`src/pkg/spmc_pkg.sv`:
```
// Purpose: Constants for the serial port mode and I2C master control block
// Assumes: AXI4-Lite register access, 32-bit data, byte registers
// Notes: Offsets are byte addresses, one aligned word per register
package spmc_pkg;
	// Register offsets
	localparam logic [7:0] CTRL1_OFF = 8'h00;
	localparam logic [7:0] CTRL2_OFF = 8'h04;
	localparam logic [7:0] DIV_OFF = 8'h08;
	localparam logic [7:0] BUF_OFF = 8'h0C;
	localparam logic [7:0] IRQ_STAT_OFF = 8'h10;
	localparam logic [7:0] IRQ_MASK_OFF = 8'h14;
	// Port function codes
	localparam logic [3:0] MODE_SPI_FAST = 4'h0;
	localparam logic [3:0] MODE_I2C_SLAVE7 = 4'h6;
	localparam logic [3:0] MODE_I2C_MASTER = 4'h8;
	localparam logic [3:0] MODE_SPI_DIV = 4'hA;
	localparam logic [3:0] MODE_I2C_FW = 4'hB;
	// First control register fields
	localparam int C1_EN = 5;
	localparam int C1_OVF = 6;
	// Second control register fields
	localparam int C2_GENERAL_CALL_ENABLE = 7;
	localparam int C2_ACK_STATUS_FLAG = 6;
	localparam int C2_ACK_LEVEL_BIT = 5;
	localparam int C2_ACK_SEQUENCE_GO = 4;
	localparam int C2_MASTER_RECEIVE_GO = 3;
	localparam int C2_PEN = 2;
	localparam int C2_REPEAT_START_GO = 1;
	localparam int C2_SEN = 0;
	// Interrupt status bits
	localparam int IRQ_OP_DONE = 0;
	localparam int IRQ_SLAVE_RX = 1;
	// Reset values
	localparam logic [7:0] CTRL1_RESET = 8'h00;
	localparam logic [7:0] CTRL2_RESET = 8'h00;
	localparam logic [7:0] DIV_RESET = 8'h00;
	localparam logic [1:0] IRQ_RESET = 2'h0;
	// Bus answers and fixed codes
	localparam logic [1:0] RESP_OKAY = 2'h0;
	localparam logic [1:0] RESP_SLVERR = 2'h2;
	localparam logic [7:0] GEN_CALL_ADDR = 8'h00;
	localparam logic [3:0] LAST_TX_BIT = 4'h8;
	localparam logic [3:0] LAST_RX_BIT = 4'h7;
endpackage

```
`src/logic/spmc_serial_ctrl.sv`:
```
// Purpose: Port function select, second control register, I2C master engine
// Assumes: Single 200 MHz core_clk, synchronous active-low reset
// Notes: SPI shifting is not built here; slave side handles 7-bit receive
//
// Local design decisions: register access over AXI4-Lite and the register offsets.
`timescale 1ns/1ps
`default_nettype none

// Behaviour
// - Four-bit code selects SPI or I2C function
// - Master operation never sets receive overflow
// - General call interrupts only when enabled
// - Ack status shows the acknowledge slot of the last transmitted byte
// - Ack level bit sets driven acknowledge
// - Ack sequence enable runs, then self-clears
// - Receive enable clocks in one byte
// - Stop enable makes Stop, then self-clears
// - Repeated start enable runs, then self-clears
// - Start enable makes Start, then self-clears
// - In slave mode start bit enables stretching
// - All control bits reset to zero
// - Busy unit ignores go bits and buffer writes
module spmc_serial_ctrl (
	input wire logic core_clk,
	input wire logic rstn,
	input wire logic [7:0] s_axi_awaddr,
	input wire logic s_axi_awvalid,
	output logic s_axi_awready,
	input wire logic [31:0] s_axi_wdata,
	input wire logic [3:0] s_axi_wstrb,
	input wire logic s_axi_wvalid,
	output logic s_axi_wready,
	output logic [1:0] s_axi_bresp,
	output logic s_axi_bvalid,
	input wire logic s_axi_bready,
	input wire logic [7:0] s_axi_araddr,
	input wire logic s_axi_arvalid,
	output logic s_axi_arready,
	output logic [31:0] s_axi_rdata,
	output logic [1:0] s_axi_rresp,
	output logic s_axi_rvalid,
	input wire logic s_axi_rready,
	input wire logic serialDataIn,
	output logic serialDataOut,
	output logic serialDataOe,
	input wire logic serialClockIn,
	output logic serialClockOut,
	output logic serialClockOe,
	output logic irq
);
	typedef enum logic [2:0] {
		M_IDLE, M_START, M_RSTART, M_STOP, M_TX, M_RX, M_ACK
	} spmc_mstate_t;
	typedef enum logic [1:0] {S_IDLE, S_SHIFT, S_ACK, S_HOLD} spmc_sstate_t;

	spmc_mstate_t mState;
	spmc_sstate_t sState;
	logic [3:0] portFunctionSelect;
	logic portEnable, receiveOverflowFlag;
	logic generalCallEnable, ackLevelBit, ackStatusFlag;
	logic [4:0] goReg;
	logic [7:0] dividerOrAddressReg, transferBuffer, txByte, rxShift;
	logic [7:0] receiveShifter;
	logic bufFull, txGo;
	logic [1:0] irqStat, irqMask, phase;
	logic [3:0] bitCnt, sCnt;
	logic [7:0] divCnt;
	logic mSdaLow, mSclLow, sSdaLow, sSclLow, addrPhase;
	logic sdaMeta, sdaS, sdaP, sclMeta, sclS, sclP;
	logic masterMode, slaveMode, busy, tick, lastBit, seqDone;
	logic wrFire, wrCtrl2, wrBuf, rdBuf, sclRise, sclFall;
	logic startDet, stopDet, addrMatch, sByteDone, sAccept;
	logic [7:0] rdByte;
	logic rdHit, wrHit;

	// ------------------------------------------------------------
	// Mode decode and pins
	// ------------------------------------------------------------
	// mode select
	assign masterMode = portEnable
		&& portFunctionSelect == spmc_pkg::MODE_I2C_MASTER;
	assign slaveMode = portEnable
		&& portFunctionSelect == spmc_pkg::MODE_I2C_SLAVE7;
	assign busy = mState != M_IDLE || goReg[4:1] != 4'h0 || txGo
		|| (masterMode && goReg[spmc_pkg::C2_SEN]);
	// Open drain: the pins are only ever pulled low
	assign serialDataOut = 1'b0;
	assign serialClockOut = 1'b0;
	assign serialDataOe = mSdaLow | sSdaLow;
	assign serialClockOe = mSclLow | sSclLow;
	assign irq = |(irqStat & irqMask);

	// The second and third stages feed the rest of the logic
	always_ff @(posedge core_clk) begin
		if (!rstn) begin
			{sdaMeta, sdaS, sdaP} <= 3'h7;
			{sclMeta, sclS, sclP} <= 3'h7;
		end else begin
			{sdaMeta, sdaS, sdaP} <= {serialDataIn, sdaMeta, sdaS};
			{sclMeta, sclS, sclP} <= {serialClockIn, sclMeta, sclS};
		end
	end
	assign sclRise = sclS && !sclP;
	assign sclFall = !sclS && sclP;
	assign startDet = sclS && sclP && sdaP && !sdaS;
	assign stopDet = sclS && sclP && !sdaP && sdaS;

	// ------------------------------------------------------------
	// AXI4-Lite slave
	// ------------------------------------------------------------
	assign s_axi_awready = s_axi_awvalid && s_axi_wvalid && !s_axi_bvalid;
	assign s_axi_wready = s_axi_awready;
	assign s_axi_arready = !s_axi_rvalid;
	assign wrFire = s_axi_awready && s_axi_wstrb[0];
	assign wrCtrl2 = wrFire && s_axi_awaddr == spmc_pkg::CTRL2_OFF;
	assign wrBuf = wrFire && s_axi_awaddr == spmc_pkg::BUF_OFF && !busy;
	assign rdBuf = s_axi_arvalid && s_axi_arready
		&& s_axi_araddr == spmc_pkg::BUF_OFF;
	assign wrHit = s_axi_awaddr inside {spmc_pkg::CTRL1_OFF,
		spmc_pkg::CTRL2_OFF, spmc_pkg::DIV_OFF, spmc_pkg::BUF_OFF,
		spmc_pkg::IRQ_STAT_OFF, spmc_pkg::IRQ_MASK_OFF};

	always_comb begin
		rdHit = 1'b1;
		case (s_axi_araddr)
			spmc_pkg::CTRL1_OFF: rdByte = {1'b0, receiveOverflowFlag,
				portEnable, 1'b0, portFunctionSelect};
			spmc_pkg::CTRL2_OFF: rdByte = {generalCallEnable,
				ackStatusFlag, ackLevelBit, goReg};
			spmc_pkg::DIV_OFF: rdByte = dividerOrAddressReg;
			spmc_pkg::BUF_OFF: rdByte = transferBuffer;
			spmc_pkg::IRQ_STAT_OFF: rdByte = {6'h00, irqStat};
			spmc_pkg::IRQ_MASK_OFF: rdByte = {6'h00, irqMask};
			default: begin
				rdByte = 8'h00;
				rdHit = 1'b0;
			end
		endcase
	end

	always_ff @(posedge core_clk) begin
		if (!rstn) begin
			s_axi_bvalid <= 1'b0;
			s_axi_bresp <= spmc_pkg::RESP_OKAY;
			s_axi_rvalid <= 1'b0;
			s_axi_rresp <= spmc_pkg::RESP_OKAY;
			s_axi_rdata <= 32'h0000_0000;
		end else begin
			if (s_axi_awready) begin
				s_axi_bvalid <= 1'b1;
				s_axi_bresp <= wrHit ? spmc_pkg::RESP_OKAY
					: spmc_pkg::RESP_SLVERR;
			end else if (s_axi_bready) begin
				s_axi_bvalid <= 1'b0;
			end
			if (s_axi_arvalid && s_axi_arready) begin
				s_axi_rvalid <= 1'b1;
				s_axi_rdata <= {24'h00_0000, rdByte};
				s_axi_rresp <= rdHit ? spmc_pkg::RESP_OKAY
					: spmc_pkg::RESP_SLVERR;
			end else if (s_axi_rready) begin
				s_axi_rvalid <= 1'b0;
			end
		end
	end

	// ------------------------------------------------------------
	// Control registers
	// ------------------------------------------------------------
	always_ff @(posedge core_clk) begin
		if (!rstn) begin
			{receiveOverflowFlag, portEnable, portFunctionSelect} <=
				{spmc_pkg::CTRL1_RESET[6:5], spmc_pkg::CTRL1_RESET[3:0]};
			dividerOrAddressReg <= spmc_pkg::DIV_RESET;
			irqMask <= spmc_pkg::IRQ_RESET;
		end else begin
			if (wrFire && s_axi_awaddr == spmc_pkg::CTRL1_OFF) begin
				portFunctionSelect <= s_axi_wdata[3:0];
				portEnable <= s_axi_wdata[spmc_pkg::C1_EN];
				if (!s_axi_wdata[spmc_pkg::C1_OVF])
					receiveOverflowFlag <= 1'b0;
			end
			// only slave reception can overflow; set beats clear
			if (sByteDone && bufFull)
				receiveOverflowFlag <= 1'b1;
			if (wrFire && s_axi_awaddr == spmc_pkg::DIV_OFF)
				dividerOrAddressReg <= s_axi_wdata[7:0];
			if (wrFire && s_axi_awaddr == spmc_pkg::IRQ_MASK_OFF)
				irqMask <= s_axi_wdata[1:0];
		end
	end

	always_ff @(posedge core_clk) begin
		if (!rstn) begin
			generalCallEnable <= spmc_pkg::CTRL2_RESET[spmc_pkg::C2_GENERAL_CALL_ENABLE];
			ackLevelBit <= spmc_pkg::CTRL2_RESET[spmc_pkg::C2_ACK_LEVEL_BIT];
			goReg <= spmc_pkg::CTRL2_RESET[4:0];
		end else begin
			if (wrCtrl2) begin
				generalCallEnable <= s_axi_wdata[spmc_pkg::C2_GENERAL_CALL_ENABLE];
				ackLevelBit <= s_axi_wdata[spmc_pkg::C2_ACK_LEVEL_BIT];
			end
			// plain stretch control outside master mode
			if (!masterMode) begin
				goReg[4:1] <= 4'h0;
				if (wrCtrl2)
					goReg[0] <= s_axi_wdata[spmc_pkg::C2_SEN];
			// one request at a time, none while busy
			end else if (wrCtrl2 && !busy) begin
				goReg <= s_axi_wdata[4:0] & (~s_axi_wdata[4:0] + 5'h01);
			// receive enable drops with the eighth bit
			end else if (seqDone) begin
				goReg <= 5'h00;
			end
		end
	end

	// ------------------------------------------------------------
	// Buffer and interrupts
	// ------------------------------------------------------------
	always_ff @(posedge core_clk) begin
		if (!rstn) begin
			transferBuffer <= 8'h00;
			bufFull <= 1'b0;
			txGo <= 1'b0;
			txByte <= 8'h00;
		end else begin
			if (rdBuf)
				bufFull <= 1'b0;
			if (wrBuf) begin
				transferBuffer <= s_axi_wdata[7:0];
				txByte <= s_axi_wdata[7:0];
				txGo <= masterMode;
			end
			if (seqDone && mState == M_TX)
				txGo <= 1'b0;
			if (seqDone && mState == M_RX) begin
				transferBuffer <= rxShift;
				bufFull <= 1'b1;
			end
			if (sByteDone && !bufFull) begin
				transferBuffer <= receiveShifter;
				bufFull <= 1'b1;
			end
		end
	end

	always_ff @(posedge core_clk) begin
		if (!rstn) begin
			irqStat <= spmc_pkg::IRQ_RESET;
		end else begin
			irqStat <= (irqStat & ~((wrFire && s_axi_awaddr ==
				spmc_pkg::IRQ_STAT_OFF) ? s_axi_wdata[1:0] : 2'h0))
				| {sByteDone, seqDone};
		end
	end

	// ------------------------------------------------------------
	// Master engine, four ticks per bit
	// ------------------------------------------------------------
	// Quarter bit lasts divider plus one cycles
	always_ff @(posedge core_clk) begin
		if (!rstn || mState == M_IDLE || divCnt == 8'h00)
			divCnt <= dividerOrAddressReg;
		else
			divCnt <= divCnt - 8'h01;
	end
	assign tick = mState != M_IDLE && divCnt == 8'h00;
	assign lastBit = mState == M_TX ? bitCnt == spmc_pkg::LAST_TX_BIT
		: mState == M_RX ? bitCnt == spmc_pkg::LAST_RX_BIT : 1'b1;
	assign seqDone = tick && phase == 2'h3 && lastBit;

	always_ff @(posedge core_clk) begin
		if (!rstn || !masterMode) begin
			mState <= M_IDLE;
			phase <= 2'h0;
			bitCnt <= 4'h0;
			mSdaLow <= 1'b0;
			mSclLow <= 1'b0;
			rxShift <= 8'h00;
			ackStatusFlag <= 1'b0;
		end else if (mState == M_IDLE) begin
			phase <= 2'h0;
			bitCnt <= 4'h0;
			if (goReg[spmc_pkg::C2_SEN])
				mState <= M_START;
			else if (goReg[spmc_pkg::C2_REPEAT_START_GO])
				mState <= M_RSTART;
			else if (goReg[spmc_pkg::C2_PEN])
				mState <= M_STOP;
			else if (goReg[spmc_pkg::C2_MASTER_RECEIVE_GO])
				mState <= M_RX;
			else if (goReg[spmc_pkg::C2_ACK_SEQUENCE_GO])
				mState <= M_ACK;
			else if (txGo)
				mState <= M_TX;
		end else if (tick) begin
			phase <= phase + 2'h1;
			case (mState)
				// data falls while clock is high
				M_START: begin
					if (phase == 2'h0) {mSdaLow, mSclLow} <= 2'b00;
					if (phase == 2'h1) mSdaLow <= 1'b1;
					if (phase == 2'h2) mSclLow <= 1'b1;
				end
				M_RSTART: begin
					if (phase == 2'h0) {mSdaLow, mSclLow} <= 2'b01;
					if (phase == 2'h1) mSclLow <= 1'b0;
					if (phase == 2'h2) mSdaLow <= 1'b1;
				end
				// data rises while clock is high
				M_STOP: begin
					if (phase == 2'h0) {mSdaLow, mSclLow} <= 2'b11;
					if (phase == 2'h1) mSclLow <= 1'b0;
					if (phase == 2'h2) mSdaLow <= 1'b0;
				end
				default: begin
					if (phase == 2'h0) begin
						mSclLow <= 1'b1;
						// ack level chooses ACK or NACK
						mSdaLow <= mState == M_ACK ? !ackLevelBit
							: mState == M_TX && bitCnt != 4'h8
							&& !txByte[3'h7 - bitCnt[2:0]];
					end
					if (phase == 2'h1)
						mSclLow <= 1'b0;
					if (phase == 2'h2 && mState == M_TX && bitCnt == 4'h8)
						ackStatusFlag <= sdaS;
					if (phase == 2'h2 && mState == M_RX)
						rxShift <= {rxShift[6:0], sdaS};
					if (phase == 2'h3) begin
						mSclLow <= 1'b1;
						bitCnt <= bitCnt + 4'h1;
					end
				end
			endcase
			if (seqDone)
				mState <= M_IDLE;
		end
	end

	// ------------------------------------------------------------
	// Slave receive with address match
	// ------------------------------------------------------------
	// general call only counts when enabled
	assign addrMatch = (receiveShifter != spmc_pkg::GEN_CALL_ADDR
		&& receiveShifter[7:1] == dividerOrAddressReg[7:1])
		|| (generalCallEnable
		&& receiveShifter == spmc_pkg::GEN_CALL_ADDR);
	assign sAccept = sState == S_SHIFT && sclFall && sCnt == 4'h8;
	assign sByteDone = sAccept && (!addrPhase || addrMatch);

	always_ff @(posedge core_clk) begin
		if (!rstn || !slaveMode) begin
			sState <= S_IDLE;
			sCnt <= 4'h0;
			addrPhase <= 1'b0;
			receiveShifter <= 8'h00;
			sSdaLow <= 1'b0;
			sSclLow <= 1'b0;
		end else if (startDet) begin
			sState <= S_SHIFT;
			sCnt <= 4'h0;
			addrPhase <= 1'b1;
			sSdaLow <= 1'b0;
		end else if (stopDet) begin
			sState <= S_IDLE;
			sSdaLow <= 1'b0;
			sSclLow <= 1'b0;
		end else begin
			case (sState)
				S_SHIFT: begin
					if (sclRise && sCnt != 4'h8) begin
						receiveShifter <= {receiveShifter[6:0], sdaS};
						sCnt <= sCnt + 4'h1;
					end
					if (sAccept) begin
						sSdaLow <= sByteDone;
						sState <= sByteDone ? S_ACK : S_IDLE;
					end
				end
				S_ACK: if (sclFall) begin
					sSdaLow <= 1'b0;
					addrPhase <= 1'b0;
					sCnt <= 4'h0;
					// hold clock low until buffer is read
					sSclLow <= goReg[spmc_pkg::C2_SEN];
					sState <= goReg[spmc_pkg::C2_SEN] ? S_HOLD : S_SHIFT;
				end
				S_HOLD: if (!bufFull || !goReg[spmc_pkg::C2_SEN]) begin
					sSclLow <= 1'b0;
					sState <= S_SHIFT;
				end
				default: sState <= S_IDLE;
			endcase
		end
	end

	// ------------------------------------------------------------
	// Checks
	// ------------------------------------------------------------
	a_master_no_ovf: assert property (@(posedge core_clk) disable iff (!rstn)
		masterMode && !receiveOverflowFlag |=> !receiveOverflowFlag)
		else $error("overflow set in master mode");
	a_gencall_ignored: assert property (@(posedge core_clk) disable iff (!rstn)
		sAccept && addrPhase && !generalCallEnable
		&& receiveShifter == spmc_pkg::GEN_CALL_ADDR
		|-> !sByteDone ##1 sState == S_IDLE)
		else $error("general call answered while disabled");
	a_ack_status: assert property (@(posedge core_clk) disable iff (!rstn)
		tick && mState == M_TX && phase == 2'h2 && bitCnt == 4'h8
		|=> ackStatusFlag == $past(sdaS))
		else $error("ack status not from ack slot");
	a_ack_level: assert property (@(posedge core_clk) disable iff (!rstn)
		mState == M_ACK && phase != 2'h0 |-> serialDataOe == !ackLevelBit)
		else $error("wrong acknowledge level driven");
	a_stop_clear: assert property (@(posedge core_clk) disable iff (!rstn)
		seqDone && mState == M_STOP
		|=> !goReg[spmc_pkg::C2_PEN] && mState == M_IDLE)
		else $error("stop request not cleared");
	a_start_edge: assert property (@(posedge core_clk) disable iff (!rstn)
		mState == M_START && phase == 2'h2 |-> serialDataOe && !mSclLow)
		else $error("start without data low under high clock");
	a_busy_blocks: assert property (@(posedge core_clk) disable iff (!rstn)
		masterMode && wrCtrl2 && busy && !seqDone |=> $stable(goReg))
		else $error("request accepted while busy");
	a_rx_clear: assert property (@(posedge core_clk) disable iff (!rstn)
		seqDone && mState == M_RX
		|=> !goReg[spmc_pkg::C2_MASTER_RECEIVE_GO] && bufFull)
		else $error("receive enable not cleared after byte");
	a_stretch_hold: assert property (@(posedge core_clk) disable iff (!rstn)
		sState == S_HOLD |-> serialClockOe && goReg[spmc_pkg::C2_SEN])
		else $error("clock not held while stretching");
endmodule

`default_nettype wire

```
`config.mk`:
```
export PLATFORM = sky130hd
export DESIGN_NAME = spmc_serial_ctrl
export DESIGN_NICKNAME = d
export VERILOG_FILES = /design/src/pkg/spmc_pkg.sv /design/src/logic/spmc_serial_ctrl.sv
export SDC_FILE = /design/constraint.sdc
export NUM_CORES = 1
export LEC_CHECK = 0
export BUFFER_PORTS_ARGS = -buffer_cell sky130_fd_sc_hd__clkbuf_2
export CAP_MARGIN = 0
export CORE_ASPECT_RATIO = 0.7
export CORE_MARGIN = 2
export CORE_UTILIZATION = 25
export DETAILED_ROUTE_END_ITERATION = 12
export PLACE_DENSITY = 0.54
export SETUP_SLACK_MARGIN = 0.05
export SLEW_MARGIN = 20
export SYNTH_ARGS = -nofsm -noshare
export SYNTH_HDL_FRONTEND = slang
export SYNTH_SLANG_ARGS = --single-unit
```
`constraint.sdc`:
```
create_clock -name core_clk -period 2.9 [get_ports core_clk]
set_clock_uncertainty 0.15 [all_clocks]
set_input_delay 0.435 -clock core_clk [delete_from_list [all_inputs] [get_ports core_clk]]
set_output_delay 0.435 -clock core_clk [all_outputs]
set_load 0.05 [all_outputs]
```
After elaboration in Yosys (flattened, before gate mapping):

Cells that the tools add are included.

* output and inout bits: 46
* register bits: 108
* bits of input ports: 61

* reductions and logical operators: 114
* equal/unequal tests: 45
* bitwise logic cells: 13
* magnitude comparators: 1
* muxes and demuxes: 71
* add/subtract/negate cells: 6

Operator list (count)
* 8-bit case mux with 6 select lines: 1
* 1-bit logical AND: 41
* 1-bit two-way mux: 38
* 8-bit by 4-bit equality test with 1-bit output, second input constant: 4
* 8-bit by 5-bit equality test with 1-bit output, second input constant: 4
* 8-bit logical NOT: 4
* 8-bit two-way mux: 4
* 3-bit two-way mux: 9
* 4-bit AND reduction: 6
* 3-bit AND reduction: 7
* 4-bit inequality test, second input constant: 5
* 2-bit nonzero test: 10
* 8-bit by 3-bit equality test with 1-bit output, second input constant: 2
* 2-bit two-way mux: 8
* 1-bit logical NOT: 15
* 4-bit equality test, second input constant: 3
* 3-bit inequality test, second input constant: 4
* 3-bit nonzero test: 4
* 1-bit logical OR: 10
* 5-bit two-way mux: 2
* 2-bit OR reduction: 5
* 3-bit equality test, second input constant: 3
* 4-bit by 1-bit adder with 4-bit output, second input constant: 2
* 2-bit equality test, second input constant: 4
* 35 further kinds: 55

Longest topological paths before layout:

* word-level depth: 10
* mapped depth: 8

Worst setup path after synthesis:

Ideal clock, no wire load.

* path type: input to register
* start: input s_axi_awaddr[0]
* end: register transferBuffer[5]
* required time: 2.601 ns
* data arrival time: 2.560 ns
* path slack: 0.041 ns
* stages on the path: 8
* buffers on the path: 3
* library setup time: 0.149 ns
* cell sequence: or4_4 > or4_4 > buf_6 > or3_4 > buf_6 > buf_8 > a211oi_2 > o32ai_1

* longest elaborated chain between the ends: 4

Ends and longest elaborated chain
* from (decl): line spmc_serial_ctrl.sv:26 `input wire logic [7:0] s_axi_awaddr,`
* 8-bit by 4-bit equality test with 1-bit output: line spmc_serial_ctrl.sv:116 `assign wrBuf = wrFire && s_axi_awaddr == spmc_pkg::BUF_OFF && !busy;`
* 1-bit logical AND (2 in series): line spmc_serial_ctrl.sv:116
* 3-bit nonzero test (no source line)
* to (signal assigned): line spmc_serial_ctrl.sv:231 `transferBuffer <= s_axi_wdata[7:0];`
* to (signal assigned): line spmc_serial_ctrl.sv:238 `transferBuffer <= rxShift;`
* to (signal assigned): line spmc_serial_ctrl.sv:242 `transferBuffer <= receiveShifter;`
* to (decl): line spmc_serial_ctrl.sv:62 `logic [7:0] dividerOrAddressReg, transferBuffer, txByte, rxShift;`

No other way between the ends.
A chain may end at the register's enable or synchronous reset.

Final worst setup path:

Ends and elaborated chain as after synthesis.

==> out/metrics.yaml <==
pwr:
  pwr-share-comb_pct: 7.3
  swShare_pct: 25.8
  p_leak_uw: 0.00229
  p_seq_share_pct: 49.3
  p_total_uw: 2970
  p_int_uw: 2210
  p_switching_uw: 766
  ir_drop_v: 0.000290
  powerDensity_nw_per_um2: 480
  clkPwrFrac_pct: 43.3
sta:
  setup_viol: 0
  finalHoldViolCount: 0
  fin_crit_ps: 2490
  rsz0062_at_grt: "no"
  max_freq_mhz: 401
  timing.hold.ws_ps: 110
  maxSlewHeadroom_pct: 42.2
  fin_crit_sh_pct: 86.0
  worst_pin_slew_ps: 866
  tns_ps: 0
  slew_violations: 0
die:
  io_pins: 107
  die_h_um: 127
  fp.dieArea_um2: 22700
  start_util_pct: 25.7
  rows: 44
  die_w_um: 179
  core_region_area_um2: 20900
detailed_routing:
  first_pass_iters: 4
  via_per_inst: 4.77
  final_antenna_net_count: 0
  first_iter_violations: 398
  drcViolationCount: 0
  wl_per_cell_um: 15.5
  vias: 4609
  wl_um: 15000
placement:
  finalWeightedCongestion: 0.852
  placed_area_um2: 5880
  port_buffers: 51
  dpl.hpwl_um: 11300
critical_path:
  worstSetupPathType: "in -> reg"
  path_max_fanout: 18
  cp-start-kind: "input port"
  worstPathArrival_ps: 2600
  cp_data_required_time_ps: 3000
  endpoint_kind: "flop"
synth:
  ys.flop_type: "dfxtp_1"
  netlist_instances: 632
  synth_area_leaders: "dfxtp_1 (40%), nor2_1 (5.5%), a21oi_1 (5.1%), mux2i_1 (4.5%), buf_4 (4.1%)"
  syn_avg_cell_area_um2: 8.49
  synth_edf_count: 0
  ys_ff_latch: 106
  yosysTopAreaCell: "dfxtp_1"
  ys_warn_count: 0
  seq_area_frac_synth_pct: 39.6
  synthArstFlopShare_pct: 0
  synth_top_area_share_pct: 39.6
  yosysUniqueCellTypes: 60
  syn-cell-area_um2: 5370
grt:
  grt.total_usage_pct: 13.4
  grt_pass1_vias: 4124
  grt_pass1_wl_um: 23400
  grt_max_degree: 25
  grt_overflow: 0
  antenna_found_initial: 0
clocking:
  cts_buffers: 9
  cts.sinks: 106
  clock_latency_ps: 350
  cts_tree: "done"
  htree_levels: 3
  postCtsSetupBuffers: 0
  hold_buffers: 0
  path_clk_slew_ps: 80
  clock_tree.buffer_depth: 2
  cts.repair.resized: 0
  cts.root.buffer_cell: "clkbuf_16"
finish:
  area_growth_pct: 15.4
  drive_gt1_share_pct: 16.4
  nNetsFinal: 755
  multiInputGateArea_um2: 2870
  area.sequential_um2: 2120
  nFillCells: 2251
  design_area_um2: 6190
  n_antenna_cell: 0
run_status:
  outcome: "complete, no violations"
flow_run:
  cap_violations: 0
hold_path:
  hp-class: "in -> reg"
layout by cell type, fill, tap and decap left out, drive strengths merged, types with 9 or more instances in the layout:
cell	n
dfxtp	106
nor2	78
clkbuf	61
a21oi	55
nand2	53
inv	34
conb	28
mux2i	24
buf	23
nand3	21
o21ai	21
nor4	15
nand2b	14
nor3	11
a211oi	10
xor2	9
o32ai	9
ha	9
power by group through the flow:
stage / clock (uW) / combinational (uW) / sequential [uW]
2_1_floorplan: 0 / 167 / 1510
4_1_cts: 1310 / 216 / 1470
6_report: 1290 / 218 / 1470
5_1_grt: 1380 / 231 / 1470
3_5_place_dp: 0 / 216 / 1500
3_3_place_gp: 0 / 216 / 1500
flip-flops by register name, indices dropped and copies added, names as in the netlist, 5 cells and up:
name / flops
divCnt: 8
dividerOrAddressReg: 8
goReg: 5
receiveShifter: 8
rxShift: 8
s_axi_rdata: 8
transferBuffer: 8
txByte: 8
kinds of logic (layout without fill, tap and decap cells):
logic type      after synthesis  count (layout)  share of synthesized area (%)
other cells                   1              28                         0.0699
compound gates              129             129                           15.2
flops                       106             106                           39.6
buf+inv                      91             122                           8.91
mux                          34              34                           8.26
fa+ha+maj                     9               9                           2.10
xor+xnor                     17              17                           2.78
simple gates                245             245                           23.2
cells in the mapped netlist (6+ instances only):
master,instances
inv_1,32
nand3b_1,6
o21ai_0,21
mux4_2,8
nand4_1,6
nor2b_1,8
nor2_1,78
xnor2_1,8
nand2b_1,14
xor2_1,9
a22oi_1,8
clkbuf_1,22
buf_4,29
dfxtp_1,106
a211oi_1,8
ha_1,9
nor3_1,9
nor4_1,15
o32ai_1,9
a21oi_1,55
nand3_1,21
nand2_1,53
mux2i_1,24
critical path, stage by stage:
cell	delay, ps
clkbuf_2	80
or4_4	560
or4_4	550
buf_4	220
nor4_1	410
a211oi_2	80
o32ai_1	260
layout make-up:
type                            count  area share, %
Sequential cell                   106           34.3
Tap cell                          276           5.58
Timing Repair Buffer               74           6.91
Clock inverter                      6           1.15
Clock buffer                       10           3.86
Inverter                           32           1.94
Multi-Input combinational cell    462           46.3
per-stage QoR:
step,setup slack (ps),util [%],std cells
2_1_floorplan,40.9,-,659
3_3_place_gp,97.7,28.2,950
3_5_place_dp,75.5,28.2,950
4_1_cts,433,29.7,966
5_1_grt,299,29.7,966
6_report,406,29.7,966
routing by layer:
layer / GRT usage [%] / share of wire, % / up-vias
met5: 0 / 0 / -
met4: 2.94 / 0.85 / 0
met3: 2.73 / 6.2 / 9
met2: 17.1 / 38 / 140
met1: 22.1 / 55 / 2186
li1: - / - / 2274
final timing paths:
path                             start                             end  slack, ps  cells after the start
hold reg to reg     sclMeta$_SDFF_PN1_                 sclS$_SDFF_PN1_        260                      1
hold / removal           serialClockIn              sclMeta$_SDFF_PN1_        110                      2
setup / recovery       s_axi_awaddr[0]  transferBuffer[5]$_SDFFE_PN0P_        410                      7
setup reg to reg  sCnt[0]$_SDFFE_PP0P_  transferBuffer[6]$_SDFFE_PN0P_        470                      7
Power figures use the tool's default switching activity.
